File: src/hdl/wdr_pkg.sv
// Constants, offsets and reset values for the watchdog and reset cause block
package wdr_pkg;
  localparam int unsigned WDR_ADDR_W = 8;
  localparam logic [7:0] WDR_CAUSE_OFS = 8'h00;
  localparam logic [7:0] WDR_CTRL_OFS = 8'h04;
  localparam logic [7:0] WDR_RESTART_OFS = 8'h08;
  localparam logic [7:0] WDR_COUNT_OFS = 8'h0c;
  localparam int unsigned WDR_SCAN_BIT = 4;
  localparam int unsigned WDR_TIMEOUT_BIT = 3;
  localparam int unsigned WDR_BROWN_BIT = 2;
  localparam int unsigned WDR_PIN_BIT = 1;
  localparam int unsigned WDR_POR_BIT = 0;
  localparam int unsigned WDR_PERMIT_BIT = 4;
  localparam int unsigned WDR_ENABLE_BIT = 3;
  localparam int unsigned WDR_SEL_LSB = 0;
  localparam int unsigned WDR_SEL_W = 3;
  localparam int unsigned WDR_FLAG_W = 5;
  localparam logic [4:0] WDR_CAUSE_RST = 5'h01;
  localparam logic [2:0] WDR_SEL_RST = 3'h0;
  localparam int unsigned WDR_PERMIT_CYCLES = 4;
  localparam logic [1:0] WDR_PERMIT_LAST = 2'(WDR_PERMIT_CYCLES - 1);
  localparam int unsigned WDR_BASE_PERIOD = 16384;
  localparam int unsigned WDR_CNT_W = 22;
  localparam int unsigned WDR_OSC_HZ = 1000000;
  localparam int unsigned WDR_CLK_HZ = 20000000;
  localparam logic [1:0] WDR_RESP_OKAY = 2'h0;
  localparam logic [1:0] WDR_RESP_SLVERR = 2'h2;
endpackage

File: src/hdl/wdr_tick_counter.sv
// Watchdog period counter driven by the synchronised watchdog oscillator
module wdr_tick_counter
  import wdr_pkg::*;
#(
  parameter int unsigned BASE_PERIOD = WDR_BASE_PERIOD,
  parameter int unsigned CNT_W = WDR_CNT_W
)
(
  input wire logic clk,
  input wire logic rst_b,
  input wire logic osc_pin,
  input wire logic enable,
  input wire logic clear,
  input wire logic [2:0] sel,
  output logic expire_ff,
  output logic [CNT_W-1:0] count_ff
);
  logic osc_s1_ff;
  logic osc_s2_ff;
  logic osc_s3_ff;
  logic tick;
  logic [CNT_W-1:0] limit;
  logic at_end;

  // Oscillator is asynchronous; only s2 and s3 feed logic
  always_ff @(posedge clk)
  begin
    if (!rst_b)
    begin
      osc_s1_ff <= 1'b0;
      osc_s2_ff <= 1'b0;
      osc_s3_ff <= 1'b0;
    end
    else
    begin
      osc_s1_ff <= osc_pin;
      osc_s2_ff <= osc_s1_ff;
      osc_s3_ff <= osc_s2_ff;
    end
  end

  assign tick = osc_s2_ff & ~osc_s3_ff;
  assign limit = CNT_W'(BASE_PERIOD) << sel;
  // At or past the end, so a shorter period picked mid-count still expires
  assign at_end = (count_ff >= limit - CNT_W'(1));

  always_ff @(posedge clk)
  begin
    if (!rst_b || clear || !enable)
      count_ff <= '0;
    else if (tick)
      count_ff <= at_end ? '0 : count_ff + CNT_W'(1);
  end

  always_ff @(posedge clk)
  begin
    if (!rst_b)
      expire_ff <= 1'b0;
    else
      expire_ff <= enable && !clear && tick && at_end;
  end
endmodule

File: src/hdl/wdr_watchdog_reset_status.sv
// Watchdog with timed turn-off and reset cause flags behind an AXI4-Lite slave
//
// Local design decisions: register access over AXI4-Lite and the placing of the registers.
module wdr_watchdog_reset_status
  import wdr_pkg::*;
#(
  parameter int unsigned BASE_PERIOD = WDR_BASE_PERIOD
)
(
  input wire logic clk,
  input wire logic rst_b,
  input wire logic [WDR_ADDR_W-1:0] s_axi_awaddr,
  input wire logic s_axi_awvalid,
  output logic s_axi_awready,
  input wire logic [31:0] s_axi_wdata,
  input wire logic [3:0] s_axi_wstrb,
  input wire logic s_axi_wvalid,
  output logic s_axi_wready,
  output logic [1:0] s_axi_bresp,
  output logic s_axi_bvalid,
  input wire logic s_axi_bready,
  input wire logic [WDR_ADDR_W-1:0] s_axi_araddr,
  input wire logic s_axi_arvalid,
  output logic s_axi_arready,
  output logic [31:0] s_axi_rdata,
  output logic [1:0] s_axi_rresp,
  output logic s_axi_rvalid,
  input wire logic s_axi_rready,
  input wire logic wd_osc,
  input wire logic timeout_restart_instruction,
  input wire logic scan_reset_req,
  input wire logic brownout_req,
  input wire logic pin_reset_req,
  output logic wd_reset_req
);
  logic awready_ff;
  logic wready_ff;
  logic bvalid_ff;
  logic [1:0] bresp_ff;
  logic arready_ff;
  logic rvalid_ff;
  logic [31:0] rdata_ff;
  logic [1:0] rresp_ff;
  logic aw_full_ff;
  logic w_full_ff;
  logic [WDR_ADDR_W-1:0] awaddr_ff;
  logic [31:0] wdata_ff;
  logic wstrb0_ff;
  logic nxt_aw_full;
  logic nxt_w_full;
  logic nxt_bvalid;
  logic nxt_rvalid;
  logic aw_take;
  logic w_take;
  logic ar_take;
  logic do_write;
  logic wr_cause;
  logic wr_ctrl;
  logic wr_restart;
  logic wr_mapped;
  logic [2:0] src_s1_ff;
  logic [2:0] src_s2_ff;
  logic [2:0] src_raw;
  logic [WDR_FLAG_W-1:0] cause_ff;
  logic [WDR_FLAG_W-1:0] set_vec;
  logic permit_ff;
  logic [1:0] permit_cnt_ff;
  logic enable_ff;
  logic [2:0] sel_ff;
  logic wd_req_ff;
  logic chip_rst;
  logic restart;
  logic expire;
  logic [WDR_CNT_W-1:0] count;
  logic [WDR_ADDR_W-1:0] rd_addr;
  logic [31:0] nxt_rdata;
  logic [1:0] nxt_rresp;

  assign s_axi_awready = awready_ff;
  assign s_axi_wready = wready_ff;
  assign s_axi_bvalid = bvalid_ff;
  assign s_axi_bresp = bresp_ff;
  assign s_axi_arready = arready_ff;
  assign s_axi_rvalid = rvalid_ff;
  assign s_axi_rdata = rdata_ff;
  assign s_axi_rresp = rresp_ff;
  assign wd_reset_req = wd_req_ff;

  // Reset sources arrive asynchronously: two flops each before use
  assign src_raw = {scan_reset_req, brownout_req, pin_reset_req};
  for (genvar i = 0; i < 3; i++)
  begin : g_sync
    always_ff @(posedge clk)
    begin
      if (!rst_b)
      begin
        src_s1_ff[i] <= 1'b0;
        src_s2_ff[i] <= 1'b0;
      end
      else
      begin
        src_s1_ff[i] <= src_raw[i];
        src_s2_ff[i] <= src_s1_ff[i];
      end
    end
  end

  // Write channel: address and data accepted in either order
  assign aw_take = s_axi_awvalid & awready_ff;
  assign w_take = s_axi_wvalid & wready_ff;
  assign ar_take = s_axi_arvalid & arready_ff;
  assign do_write = aw_full_ff & w_full_ff & ~bvalid_ff;

  always_comb
  begin
    nxt_aw_full = aw_full_ff;
    nxt_w_full = w_full_ff;
    nxt_bvalid = bvalid_ff;
    nxt_rvalid = rvalid_ff;
    if (do_write)
    begin
      nxt_aw_full = 1'b0;
      nxt_w_full = 1'b0;
      nxt_bvalid = 1'b1;
    end
    else
    begin
      if (aw_take)
        nxt_aw_full = 1'b1;
      if (w_take)
        nxt_w_full = 1'b1;
      if (bvalid_ff && s_axi_bready)
        nxt_bvalid = 1'b0;
    end
    if (ar_take)
      nxt_rvalid = 1'b1;
    else if (rvalid_ff && s_axi_rready)
      nxt_rvalid = 1'b0;
  end

  always_ff @(posedge clk)
  begin
    if (!rst_b)
    begin
      aw_full_ff <= 1'b0;
      w_full_ff <= 1'b0;
      bvalid_ff <= 1'b0;
      awready_ff <= 1'b0;
      wready_ff <= 1'b0;
    end
    else
    begin
      aw_full_ff <= nxt_aw_full;
      w_full_ff <= nxt_w_full;
      bvalid_ff <= nxt_bvalid;
      awready_ff <= ~nxt_aw_full & ~nxt_bvalid;
      wready_ff <= ~nxt_w_full & ~nxt_bvalid;
    end
  end

  always_ff @(posedge clk)
  begin
    if (!rst_b)
    begin
      awaddr_ff <= '0;
      wdata_ff <= '0;
      wstrb0_ff <= 1'b0;
      bresp_ff <= WDR_RESP_OKAY;
    end
    else
    begin
      if (aw_take)
        awaddr_ff <= s_axi_awaddr;
      if (w_take)
      begin
        wdata_ff <= s_axi_wdata;
        wstrb0_ff <= s_axi_wstrb[0];
      end
      if (do_write)
        bresp_ff <= wr_mapped ? WDR_RESP_OKAY : WDR_RESP_SLVERR;
    end
  end

  assign wr_mapped = (awaddr_ff == WDR_CAUSE_OFS) || (awaddr_ff == WDR_CTRL_OFS)
    || (awaddr_ff == WDR_RESTART_OFS) || (awaddr_ff == WDR_COUNT_OFS);
  // Writable registers sit in byte lane 0; a write without that lane changes nothing
  assign wr_cause = do_write & wstrb0_ff & (awaddr_ff == WDR_CAUSE_OFS);
  assign wr_ctrl = do_write & wstrb0_ff & (awaddr_ff == WDR_CTRL_OFS);
  assign wr_restart = do_write & wstrb0_ff & (awaddr_ff == WDR_RESTART_OFS);

  // Any reset source, including our own request, is a chip reset
  assign chip_rst = (|src_s2_ff) | wd_req_ff;
  assign restart = timeout_restart_instruction | wr_restart | chip_rst;

  // Cause flags: hardware set beats a software zero in the same cycle
  assign set_vec = {src_s2_ff[2], wd_req_ff, src_s2_ff[1], src_s2_ff[0], 1'b0};
  always_ff @(posedge clk)
  begin
    if (!rst_b)
      cause_ff <= WDR_CAUSE_RST;
    else if (wr_cause)
      cause_ff <= (cause_ff & wdata_ff[WDR_FLAG_W-1:0]) | set_vec;
    else
      cause_ff <= cause_ff | set_vec;
  end

  // Permit window: open for four clocks after any write of one to it
  always_ff @(posedge clk)
  begin
    if (!rst_b || chip_rst)
    begin
      permit_ff <= 1'b0;
      permit_cnt_ff <= '0;
    end
    else if (wr_ctrl && wdata_ff[WDR_PERMIT_BIT])
    begin
      permit_ff <= 1'b1;
      permit_cnt_ff <= '0;
    end
    else if (permit_ff)
    begin
      permit_cnt_ff <= permit_cnt_ff + 2'h1;
      if (permit_cnt_ff == WDR_PERMIT_LAST)
        permit_ff <= 1'b0;
    end
  end

  // Old permit value gates the clear, so the opening write cannot disable
  always_ff @(posedge clk)
  begin
    if (!rst_b || chip_rst)
      enable_ff <= 1'b0;
    else if (wr_ctrl)
    begin
      if (wdata_ff[WDR_ENABLE_BIT])
        enable_ff <= 1'b1;
      else if (permit_ff)
        enable_ff <= 1'b0;
    end
  end

  always_ff @(posedge clk)
  begin
    if (!rst_b || chip_rst)
      sel_ff <= WDR_SEL_RST;
    else if (wr_ctrl)
      sel_ff <= wdata_ff[WDR_SEL_LSB +: WDR_SEL_W];
  end

  wdr_tick_counter #(
    .BASE_PERIOD(BASE_PERIOD),
    .CNT_W(WDR_CNT_W)
  ) u_counter (
    .clk(clk),
    .rst_b(rst_b),
    .osc_pin(wd_osc),
    .enable(enable_ff),
    .clear(restart),
    .sel(sel_ff),
    .expire_ff(expire),
    .count_ff(count)
  );

  // Counter restarts on its own expiry, so this is a single-cycle pulse
  always_ff @(posedge clk)
  begin
    if (!rst_b)
      wd_req_ff <= 1'b0;
    else
      wd_req_ff <= expire & ~wd_req_ff;
  end

  // Read channel: one cycle from address to data
  assign rd_addr = s_axi_araddr;
  always_comb
  begin
    nxt_rdata = 32'h0000_0000;
    nxt_rresp = WDR_RESP_OKAY;
    if (rd_addr == WDR_CAUSE_OFS)
      nxt_rdata[WDR_FLAG_W-1:0] = cause_ff;
    else if (rd_addr == WDR_CTRL_OFS)
      nxt_rdata[7:0] = {3'h0, permit_ff, enable_ff, sel_ff};
    else if (rd_addr == WDR_COUNT_OFS)
      nxt_rdata[WDR_CNT_W-1:0] = count;
    else if (rd_addr != WDR_RESTART_OFS)
      nxt_rresp = WDR_RESP_SLVERR;
  end

  always_ff @(posedge clk)
  begin
    if (!rst_b)
    begin
      rvalid_ff <= 1'b0;
      arready_ff <= 1'b0;
      rdata_ff <= 32'h0000_0000;
      rresp_ff <= WDR_RESP_OKAY;
    end
    else
    begin
      rvalid_ff <= nxt_rvalid;
      arready_ff <= ~nxt_rvalid;
      if (ar_take)
      begin
        rdata_ff <= nxt_rdata;
        rresp_ff <= nxt_rresp;
      end
    end
  end
endmodule

File: config.mk
export PLATFORM = sky130hd
export DESIGN_NAME = wdr_watchdog_reset_status
export DESIGN_NICKNAME = d
export VERILOG_FILES = /design/src/hdl/wdr_pkg.sv /design/src/hdl/wdr_tick_counter.sv /design/src/hdl/wdr_watchdog_reset_status.sv
export SDC_FILE = /design/constraint.sdc
export NUM_CORES = 1
export LEC_CHECK = 0
export BUFFER_PORTS_ARGS = -buffer_cell sky130_fd_sc_hd__buf_2
export CAP_MARGIN = 15
export CORE_MARGIN = 8
export CORE_UTILIZATION = 52
export CTS_CLUSTER_DIAMETER = 40
export CTS_CLUSTER_SIZE = 20
export DETAILED_ROUTE_END_ITERATION = 8
export PLACE_DENSITY = 0.81
export REMOVE_ABC_BUFFERS = 1
export SYNTH_ARGS = -nofsm -noshare
export SYNTH_HDL_FRONTEND = slang
export SYNTH_HIERARCHICAL = 1
export SYNTH_SLANG_ARGS = --single-unit
File: constraint.sdc
create_clock -name clk -period 2.4 [get_ports clk]
set_input_delay 0.48 -clock clk [delete_from_list [all_inputs] [get_ports clk]]
set_output_delay 0.48 -clock clk [all_outputs]
set_load 0.01 [all_outputs]
# ---- Word-level counts from Yosys, hierarchy flattened
# Index checks and enable logic that the tools add are counted.
dict set report word_totals {
  out_inout_bits 42
  ff_bits 92
}
dict set report op_classes {
  mux 25
  magnitude_cmp 1
  n_reduce_logical 21
  shifts 1
  n_addsub 3
  n_eq_ne 7
  n_bitwise 26
}
# cell count
set op_table {}
lappend op_table {{$mux W22} 2}
lappend op_table {{$eq A8 B4 Y1 const B} 3}
lappend op_table {{$add A22 B1 Y22 const B} 1}
lappend op_table {{$ge A22 B22 Y1} 1}
lappend op_table {{$shl A15 B3 Y22 const A} 1}
lappend op_table {{$sub A22 B1 Y22 const B} 1}
lappend op_table {{$mux W17} 1}
lappend op_table {{$eq A8 B3 Y1 const B} 2}
lappend op_table {{$logic_not A8 Y1} 2}
lappend op_table {{$mux W14} 1}
lappend op_table {{$and A1 B1 Y1} 13}
lappend op_table {{$mux W1} 13}
lappend op_table {{$mux W2} 5}
lappend op_table {{$mux W5} 2}
lappend op_table {{$or A5 B5 Y5} 2}
lappend op_table {{$mux W8} 1}
lappend op_table {{$ne A8 B4 Y1 const B} 1}
lappend op_table {{$not A1 Y1} 7}
lappend op_table {{$logic_and A1 B1 Y1} 6}
lappend op_table {{$logic_or A1 B1 Y1} 6}
lappend op_table {{$and A5 B5 Y5} 1}
lappend op_table {{$logic_not A1 Y1} 3}
lappend op_table {{$or A1 B1 Y1} 3}
lappend op_table {{$reduce_or A3 Y1} 1}
lappend op_table {{5 further kinds} 5}

# ---- Depth between registers and ports, before layout
# Gate-level depths: netlist (run 1).
dict set report logic_depth {
  ltp_word 10
  ltp_mapped 9
  mapped_depth_nobuf 7
}

# ---- Hierarchy
# The synthesis (run 1) kept the hierarchy.
# mod cells_per_inst instances area_per_inst_um2
set by_module_without_submodules {}
lappend by_module_without_submodules {wdr_watchdog_reset_status 248 1 2486.1}
lappend by_module_without_submodules {wdr_tick_counter 147 1 1306.3}

# ---- Least setup slack after synthesis (run 1)
# No wires, ideal clock.
dict set report synth_timing {
  path_type {reg2reg}
  from {register sel_ff[2]}
  to {register u_counter.count_ff[10]}
  synth_period_minus_slack_ps 2155
  arrival_time_ps 2091
  path_stages_with_launch 10
  t_required_ps 2336
  setup_time_ps 64
  setup_slack_ps 245
  cell_sequence {dfxtp_1 -> inv_1 -> ha_1 -> and3_1 -> a221o_1 -> a21o_1 -> a211o_1 -> buf_6 -> buf_8 -> nor2_1}
}
dict set report synth_between {
  elab_chain_cells 4
}
# item line
set synth_lines {}
lappend synth_lines {{start: declaration} wdr_watchdog_reset_status.sv:69} ;# logic [2:0] sel_ff;
lappend synth_lines {{start signal: assignment} wdr_watchdog_reset_status.sv:247} ;# sel_ff <= wdata_ff[WDR_SEL_LSB +: WDR_SEL_W];
lappend synth_lines {{$shl A15 B3 Y22} wdr_tick_counter.sv:43} ;# assign limit = CNT_W'(BASE_PERIOD) << sel;
lappend synth_lines {{$sub A22 B1 Y22} wdr_tick_counter.sv:45} ;# assign at_end = (count_ff >= limit - CNT_W'(1));
lappend synth_lines {{$ge A22 B22 Y1} wdr_tick_counter.sv:45}
lappend synth_lines {{$mux W22} wdr_tick_counter.sv:52} ;# count_ff <= at_end ? '0 : count_ff + CNT_W'(1);
lappend synth_lines {{end signal: assignment} wdr_tick_counter.sv:52}
lappend synth_lines {{end: declaration} wdr_tick_counter.sv:16} ;# output logic [CNT_W-1:0] count_ff
# Every way passes these cells.
# A chain may end at the register's enable or synchronous reset.

# ---- Final worst setup path (run 1)
dict set report layout_timing {
  from {register sel_ff[0]}
  to {register u_counter.count_ff[21]}
}
# The elaborated chain is that of the path after synthesis.

==> flow_summary.ini, run 1 <==
[logic_synthesis]
synth-edff-count = 0
syn_area_um2 = 3792
synth_seq_area_share_pct = 47.51
syn_inst = 395
syn_avg_cell_area_um2 = 9.601
ys_types = 47
ys.warnings.count = 6
ys_seq_elements = 90
async_flop_share_pct = 0
synthFlopType = dfxtp_1

[routing]
via_per_inst = 5.211
antenna_left = 0
totalWireLength_um = 7576
wl_per_cell_um = 13.43
first_pass_iters = 4
drc_errors = 0
vias = 2939
dr.first_iter.drc_count = 92

[clocking]
clockBufferDepth = 2
cts_buffers = 9
postCtsHoldBufs = 0
htree_levels = 3
cts_sinks = 90
cts_tree = built
clock_latency_ns = 0.36
clkTransAtPathRegs_ns = 0.10
post_cts_buffers = 0
ctsResizeCount = 0
clockRootBuffer = clkbuf_8

[global_route]
antenna_found_initial = 0
grt_pass1_wl_um = 12680
grt_pass1_vias = 2836
grt_start_max_net_pins = 23
overflow = 0
grt_usage_pct = 15.08

[sta]
fin_ws_ns = 0.1596
final.setup.tns_ns = 0
rsz0062_at_grt = false
fmax_mhz = 446.4
setup_viol = 0
finClkSkew_ns = 0.01408
post-route-period-util_pct = 93.35
hold_viol = 0
post-route-min-period_ns = 2.240
maxSlewViolCount = 0

[floorplan]
die_area_um2 = 10280
initial_utilization_pct = 52.85
core_um2 = 7176
die_x_um = 101.4
die_h_um = 101.4
std_cell_rows = 31
io_pins = 106

[layout]
drive_gt1_share_pct = 23.23
instances_no_fill = 564
fin_util_pct = 60.59
antenna_cells = 0
nets = 534
areaGrowthSynthToFinish_pct = 14.65

[power]
power_density_nw_per_um2 = 618.7
peakVddDrop_uv = 403.7
p_leak_nw = 1.813
fin_total_pwr_w = 0.002690

[setup_path]
cp.arrival_ns = 2.53
start_kind = register
worst_setup_path_end_kind = register
critical_path_class = reg -> reg
critPathMaxFanout = 19
critPathRequiredTime_ns = 2.69
reg2reg_slack_ns = 0.16

[outcome]
outcome = completed

[placed_design]
port_buffers = 63
placed_cells = 547
place.gp.congestion = 0.8181
dp_hpwl_um = 5707
place_ws_ns = 0.1410

[worst_hold_path]
hold_class = in -> reg

[flow_run]
max_cap_viol_count = 0
-- cells in the mapped netlist, types with 2 or more instances --
library cell | number | area share [%]
dfxtp_1 | 90 | 48
nand2_1 | 41 | 4.1
nor2_1 | 34 | 3.4
nand3_1 | 19 | 2.5
a21boi_0 | 16 | 3.2
a22o_2 | 15 | 4.0
xor2_1 | 15 | 3.5
o21ai_0 | 13 | 1.7
and2_1 | 12 | 2.0
buf_4 | 12 | 2.4
a21oi_1 | 10 | 1.3
ha_1 | 10 | 3.3
nand4_1 | 10 | 1.6
clkbuf_1 | 9 | 0.89
mux2i_1 | 9 | 2.4
and3_1 | 8 | 1.3
a22o_1 | 7 | 1.6
nor3_1 | 7 | 0.92
and4_1 | 5 | 1.2
inv_1 | 5 | 0.49
xnor2_1 | 5 | 1.2
nand3b_1 | 4 | 0.79
and3b_1 | 3 | 0.69
nor4_1 | 3 | 0.49
a211oi_1 | 2 | 0.40
a21o_1 | 2 | 0.40
and2_0 | 2 | 0.33
buf_6 | 2 | 0.59
conb_1 | 2 | 0.20
nand2b_1 | 2 | 0.33
nand4b_1 | 2 | 0.46
nor2b_1 | 2 | 0.33
nor3b_1 | 2 | 0.40
o211a_1 | 2 | 0.53
-- routing by layer --
| layer | vias up | track usage, % | share of wire (%) |
|---|---|---|---|
| li1 | 1496 | - | - |
| met1 | 1371 | 18.30 | 45 |
| met2 | 65 | 25.40 | 49 |
| met3 | 7 | 3.643 | 5.3 |
| met4 | 0 | 5.269 | 0.88 |
| met5 | - | 0 | 0 |
-- final cells by class --
cell class / count / area [um2]
Fill cell: 632 / 2828
Multi-Input combinational cell: 283 / 1815
Sequential cell: 90 / 1804
Timing Repair Buffer: 71 / 391.6
Clock buffer: 9 / 123.9
Tap cell: 99 / 123.9
Clock inverter: 7 / 70.07
Inverter: 5 / 18.77
-- state kept, by name, indices dropped and copies added, names as in the netlist, 2 cells and up --
| register | flops |
|---|---|
| wdata_ff | 5 |
| set_vec | 3 |
| s_axi_rdata | 22 |
| u_counter/count_ff | 22 |
| src_s1_ff | 3 |
| permit_cnt_ff | 2 |
| sel_ff | 3 |
| cause_ff | 5 |
| awaddr_ff | 8 |
-- metrics by stage --
stage | hold WS [ns] | instance area (um2)
6_report | 0.3333 | 4348
5_1_grt | 0.3337 | 4348
3_5_place_dp | 0.4250 | 4134
3_3_place_gp | 0.4183 | 4134
4_1_cts | 0.3242 | 4328
2_1_floorplan | 0.4118 | 3630
-- where the power goes --
part | total, W | internal, W | switching, W
clock network | 0.000998 | 0.000407 | 0.000591
logic | 0.000145 | 0.0000629 | 0.0000824
registers | 0.00155 | 0.00152 | 0.0000235
total | 0.00269 | 0.00199 | 0.000697
-- placed cells by master, fill, tap and decap left out, types with 12 or more instances in the layout --
cell	Yosys	layout
nand3_1	19	19
buf_2	1	63
nor2_1	34	34
o21ai_0	13	13
nand2_1	41	41
xor2_1	15	15
a22o_2	15	15
and2_1	12	12
a21boi_0	16	16
dfxtp_1	90	88
conb_1	2	13
-- worst paths after layout --
kind | end | start | cells past startpoint
setup / recovery | u_counter/count_ff[21] | sel_ff[0] | 8
hold / removal | src_s1_ff[2] | scan_reset_req | 2
setup reg to reg | u_counter/count_ff[21] | sel_ff[0] | 8
hold reg to reg | set_vec[2] | src_s1_ff[1] | 1
-- worst max-delay path: stages, from the launching register on --
cell and delay [ns]:
dfxtp_1 0.45, a21oi_1 0.11, ha_1 0.30, and3_1 0.18, a221o_1 0.36, a21o_1 0.17
a211o_1 0.33, buf_12 0.16, nor2_1 0.11
-- kinds of logic (layout without fill, tap and decap cells) --
logic type	count (synthesis)	in the layout	synth area share, %
xor gates and xnor gates	20	20	4.619
other	2	13	0.1980
AOI/OAI and AO/OA	73	73	14.48
adders and majority gates	10	10	3.299
DFF	90	90	47.51
and+or+nand+nor	158	158	21.64
buffers and inverters	33	92	5.872
muxes	9	9	2.376
Power figures use the tool's default switching activity.
==> run 2: changes to the inputs <==
--- a/config.mk
+++ b/config.mk
@@ -5,10 +5,11 @@
 export SDC_FILE = /design/constraint.sdc
 export NUM_CORES = 1
 export LEC_CHECK = 0
+export ABC_AREA = 1
 export BUFFER_PORTS_ARGS = -buffer_cell sky130_fd_sc_hd__buf_2
 export CAP_MARGIN = 15
 export CORE_MARGIN = 8
-export CORE_UTILIZATION = 52
+export CORE_UTILIZATION = 53
 export CTS_CLUSTER_DIAMETER = 40
 export CTS_CLUSTER_SIZE = 20
 export DETAILED_ROUTE_END_ITERATION = 8
==> flow_summary.ini, run 2 <==
[outcome]
outcome = completed

[layout]
nets = 727
final_common_cell = nand2_1
instances_no_fill = 760
antenna_cells = 0
areaGrowthSynthToFinish_pct = 12.48
final_cell_mix = nand2_1, dfxtp_1, nor2_1
drive_gt1_share_pct = 16.41

[logic_synthesis]
ys.warnings.count = 6
ys_seq_elements = 90
syn_inst = 592
async_flop_share_pct = 0
ys_top_cells_by_count = nand2_1, dfxtp_1, nor2_1
ys_types = 28
synth_top_area_share_pct = 42.68
syn_avg_cell_area_um2 = 7.131
synth_seq_area_share_pct = 42.68
yosysMostFrequentCell = nand2_1
syn_area_um2 = 4222
synthFlopType = dfxtp_1
synth_area_leaders = dfxtp_1, nand2_1, nor2_1
synth_top_area_cell = dfxtp_1
synth-edff-count = 0

[routing]
first_pass_iters = 4
drc_errors = 0
wl_per_cell_um = 12.03
antenna_left = 0
vias = 3751
totalWireLength_um = 9146
via_per_inst = 4.936
dr.first_iter.drc_count = 171

[setup_path]
cp.arrival_ns = 2.21
r2r_start = sel_ff[2]
path_cells = nand3_1 -> ha_1 -> nand2_1 -> nor2_1 -> nand2_1 -> nor2_1 -> nand2_1 -> nand2_1 -> nand2_2 -> nand2_4 -> nor2_1
worst_setup_path_end_kind = register
crit_slowest_cell = dfxtp_1
cpPeakStageDelay_ns = 0.51
critPathLaunch = sel_ff[2]
cpLargestDelayFamily = simple AND/OR/NAND/NOR gates
path_common_cell = nand2_1
critPathMaxFanout = 22
start_kind = register
critPathBufInv = 0
critical_path_class = reg -> reg
critPathRequiredTime_ns = 2.64

[flow_run]
max_cap_viol_count = 0

[floorplan]
std_cell_rows = 32
die_h_um = 105.2
die_x_um = 105.2
io_pins = 106
core_um2 = 7727
initial_utilization_pct = 54.63
die_area_um2 = 11080

[placed_design]
placed_cells = 744
place.gp.congestion = 0.8799
port_buffers = 63
dp_hpwl_um = 6895

[sta]
rsz0062_at_grt = false
final.setup.tns_ns = 0
hold_viol = 0
post-route-min-period_ns = 1.974
worst_pin_slew_ns = 0.6786
fmax_mhz = 506.6
post-route-period-util_pct = 82.24
setup_viol = 0
maxSlewViolCount = 0
timing.hold.ws_ns = 0.2896
max_slew_margin_pct = 54.61
finClkSkew_ns = 0.01273

[power]
power_density_nw_per_um2 = 594.9
fin_total_pwr_w = 0.002825
peakVddDrop_uv = 347.5
p_leak_nw = 2.125

[clocking]
cts_sinks = 90
clock_latency_ns = 0.36
clockRootBuffer = clkbuf_8
post_cts_buffers = 0
clkTransAtPathRegs_ns = 0.09
htree_levels = 3
postCtsHoldBufs = 0
ctsResizeCount = 0
cts_tree = built
clockBufferDepth = 2
cts_buffers = 9

[global_route]
overflow = 0
grt_start_max_net_pins = 32
grt_usage_pct = 16.82
antenna_found_initial = 0
grt_pass1_wl_um = 15810
grt_pass1_vias = 3776

[worst_hold_path]
hold_class = in -> reg
hold_start = scan_reset_req
-- run 2: cell types whose count changed in the layout (fill, tap and decap cells not counted), moves of 16 or more --
cell | before | now
nand3_1 | 19 | 53
nor2_1 | 34 | 78
nand2_1 | 41 | 139
inv_1 | 5 | 67
a21boi_0 | 16 | 0
a21oi_1 | 10 | 43
-- run 2: final cells by class --
class	instances	area [um2]
fill	730	2979
multi-input combinational	418	2018
sequential	90	1802
timing repair buffer	66	337.8
inverter	68	255.2
clock buffer	10	137.6
tap	102	127.6
clock inverter	6	70.07
-- run 2: worst reg2reg max path: stages (launching register included) --
cell and delay, ns:
dfxtp_1 0.51, nand3_1 0.14, ha_1 0.30, nand2_1 0.06, nor2_1 0.14, nand2_1 0.07
nor2_1 0.08, nand2_1 0.06, nand2_1 0.08, nand2_2 0.07, nand2_4 0.26, nor2_1 0.08
-- run 2: per-layer routing --
metal,up-vias,share of wire [%],GRT usage (%)
met1,1673,45,18.33
li1,1970,-,-
met2,94,48,29.18
met3,14,6.0,6.334
met5,-,0,0
met4,0,1.4,6.014
-- run 2: path summary, 6_finish.rpt --
check                           endpoint  slack [ns]  depth (start not counted)
setup / recovery  u_counter/count_ff[14]        0.43                         11
hold / removal              src_s1_ff[2]        0.29                          3
setup reg to reg  u_counter/count_ff[14]        0.43                         11
hold reg to reg             wd_reset_req        0.42                          2
-- run 2: cells by family after synthesis --
kind of cell               synth area share [%]
DFF                                       42.68
AOI/OAI and AO/OA                         8.062
adders and majority gates                 2.964
other                                    0.1779
buffers and inverters                     10.49
xor gates and xnor gates                  2.282
and+or+nand+nor                           33.34
-- run 2: power breakdown --
part,switching (W),internal (W),total (W)
combinational,0.000135,0.0000680,0.000203
sequential,0.0000221,0.00153,0.00155
clock,0.000548,0.000521,0.00107
total,0.000705,0.00212,0.00282
-- run 2: per-stage QoR --
| stage | worst slack, ns | util [%] | instance area, um2 |
|---|---|---|---|
| floorplan | 0.6918 | - | 4075 |
| global route | 0.1626 | 61.45 | 4748 |
| finish | 0.4262 | 61.45 | 4748 |
| detailed placement | 0.4289 | 58.76 | 4541 |
| global placement | 0.5161 | 58.76 | 4541 |
| CTS | 0.4026 | 61.45 | 4748 |
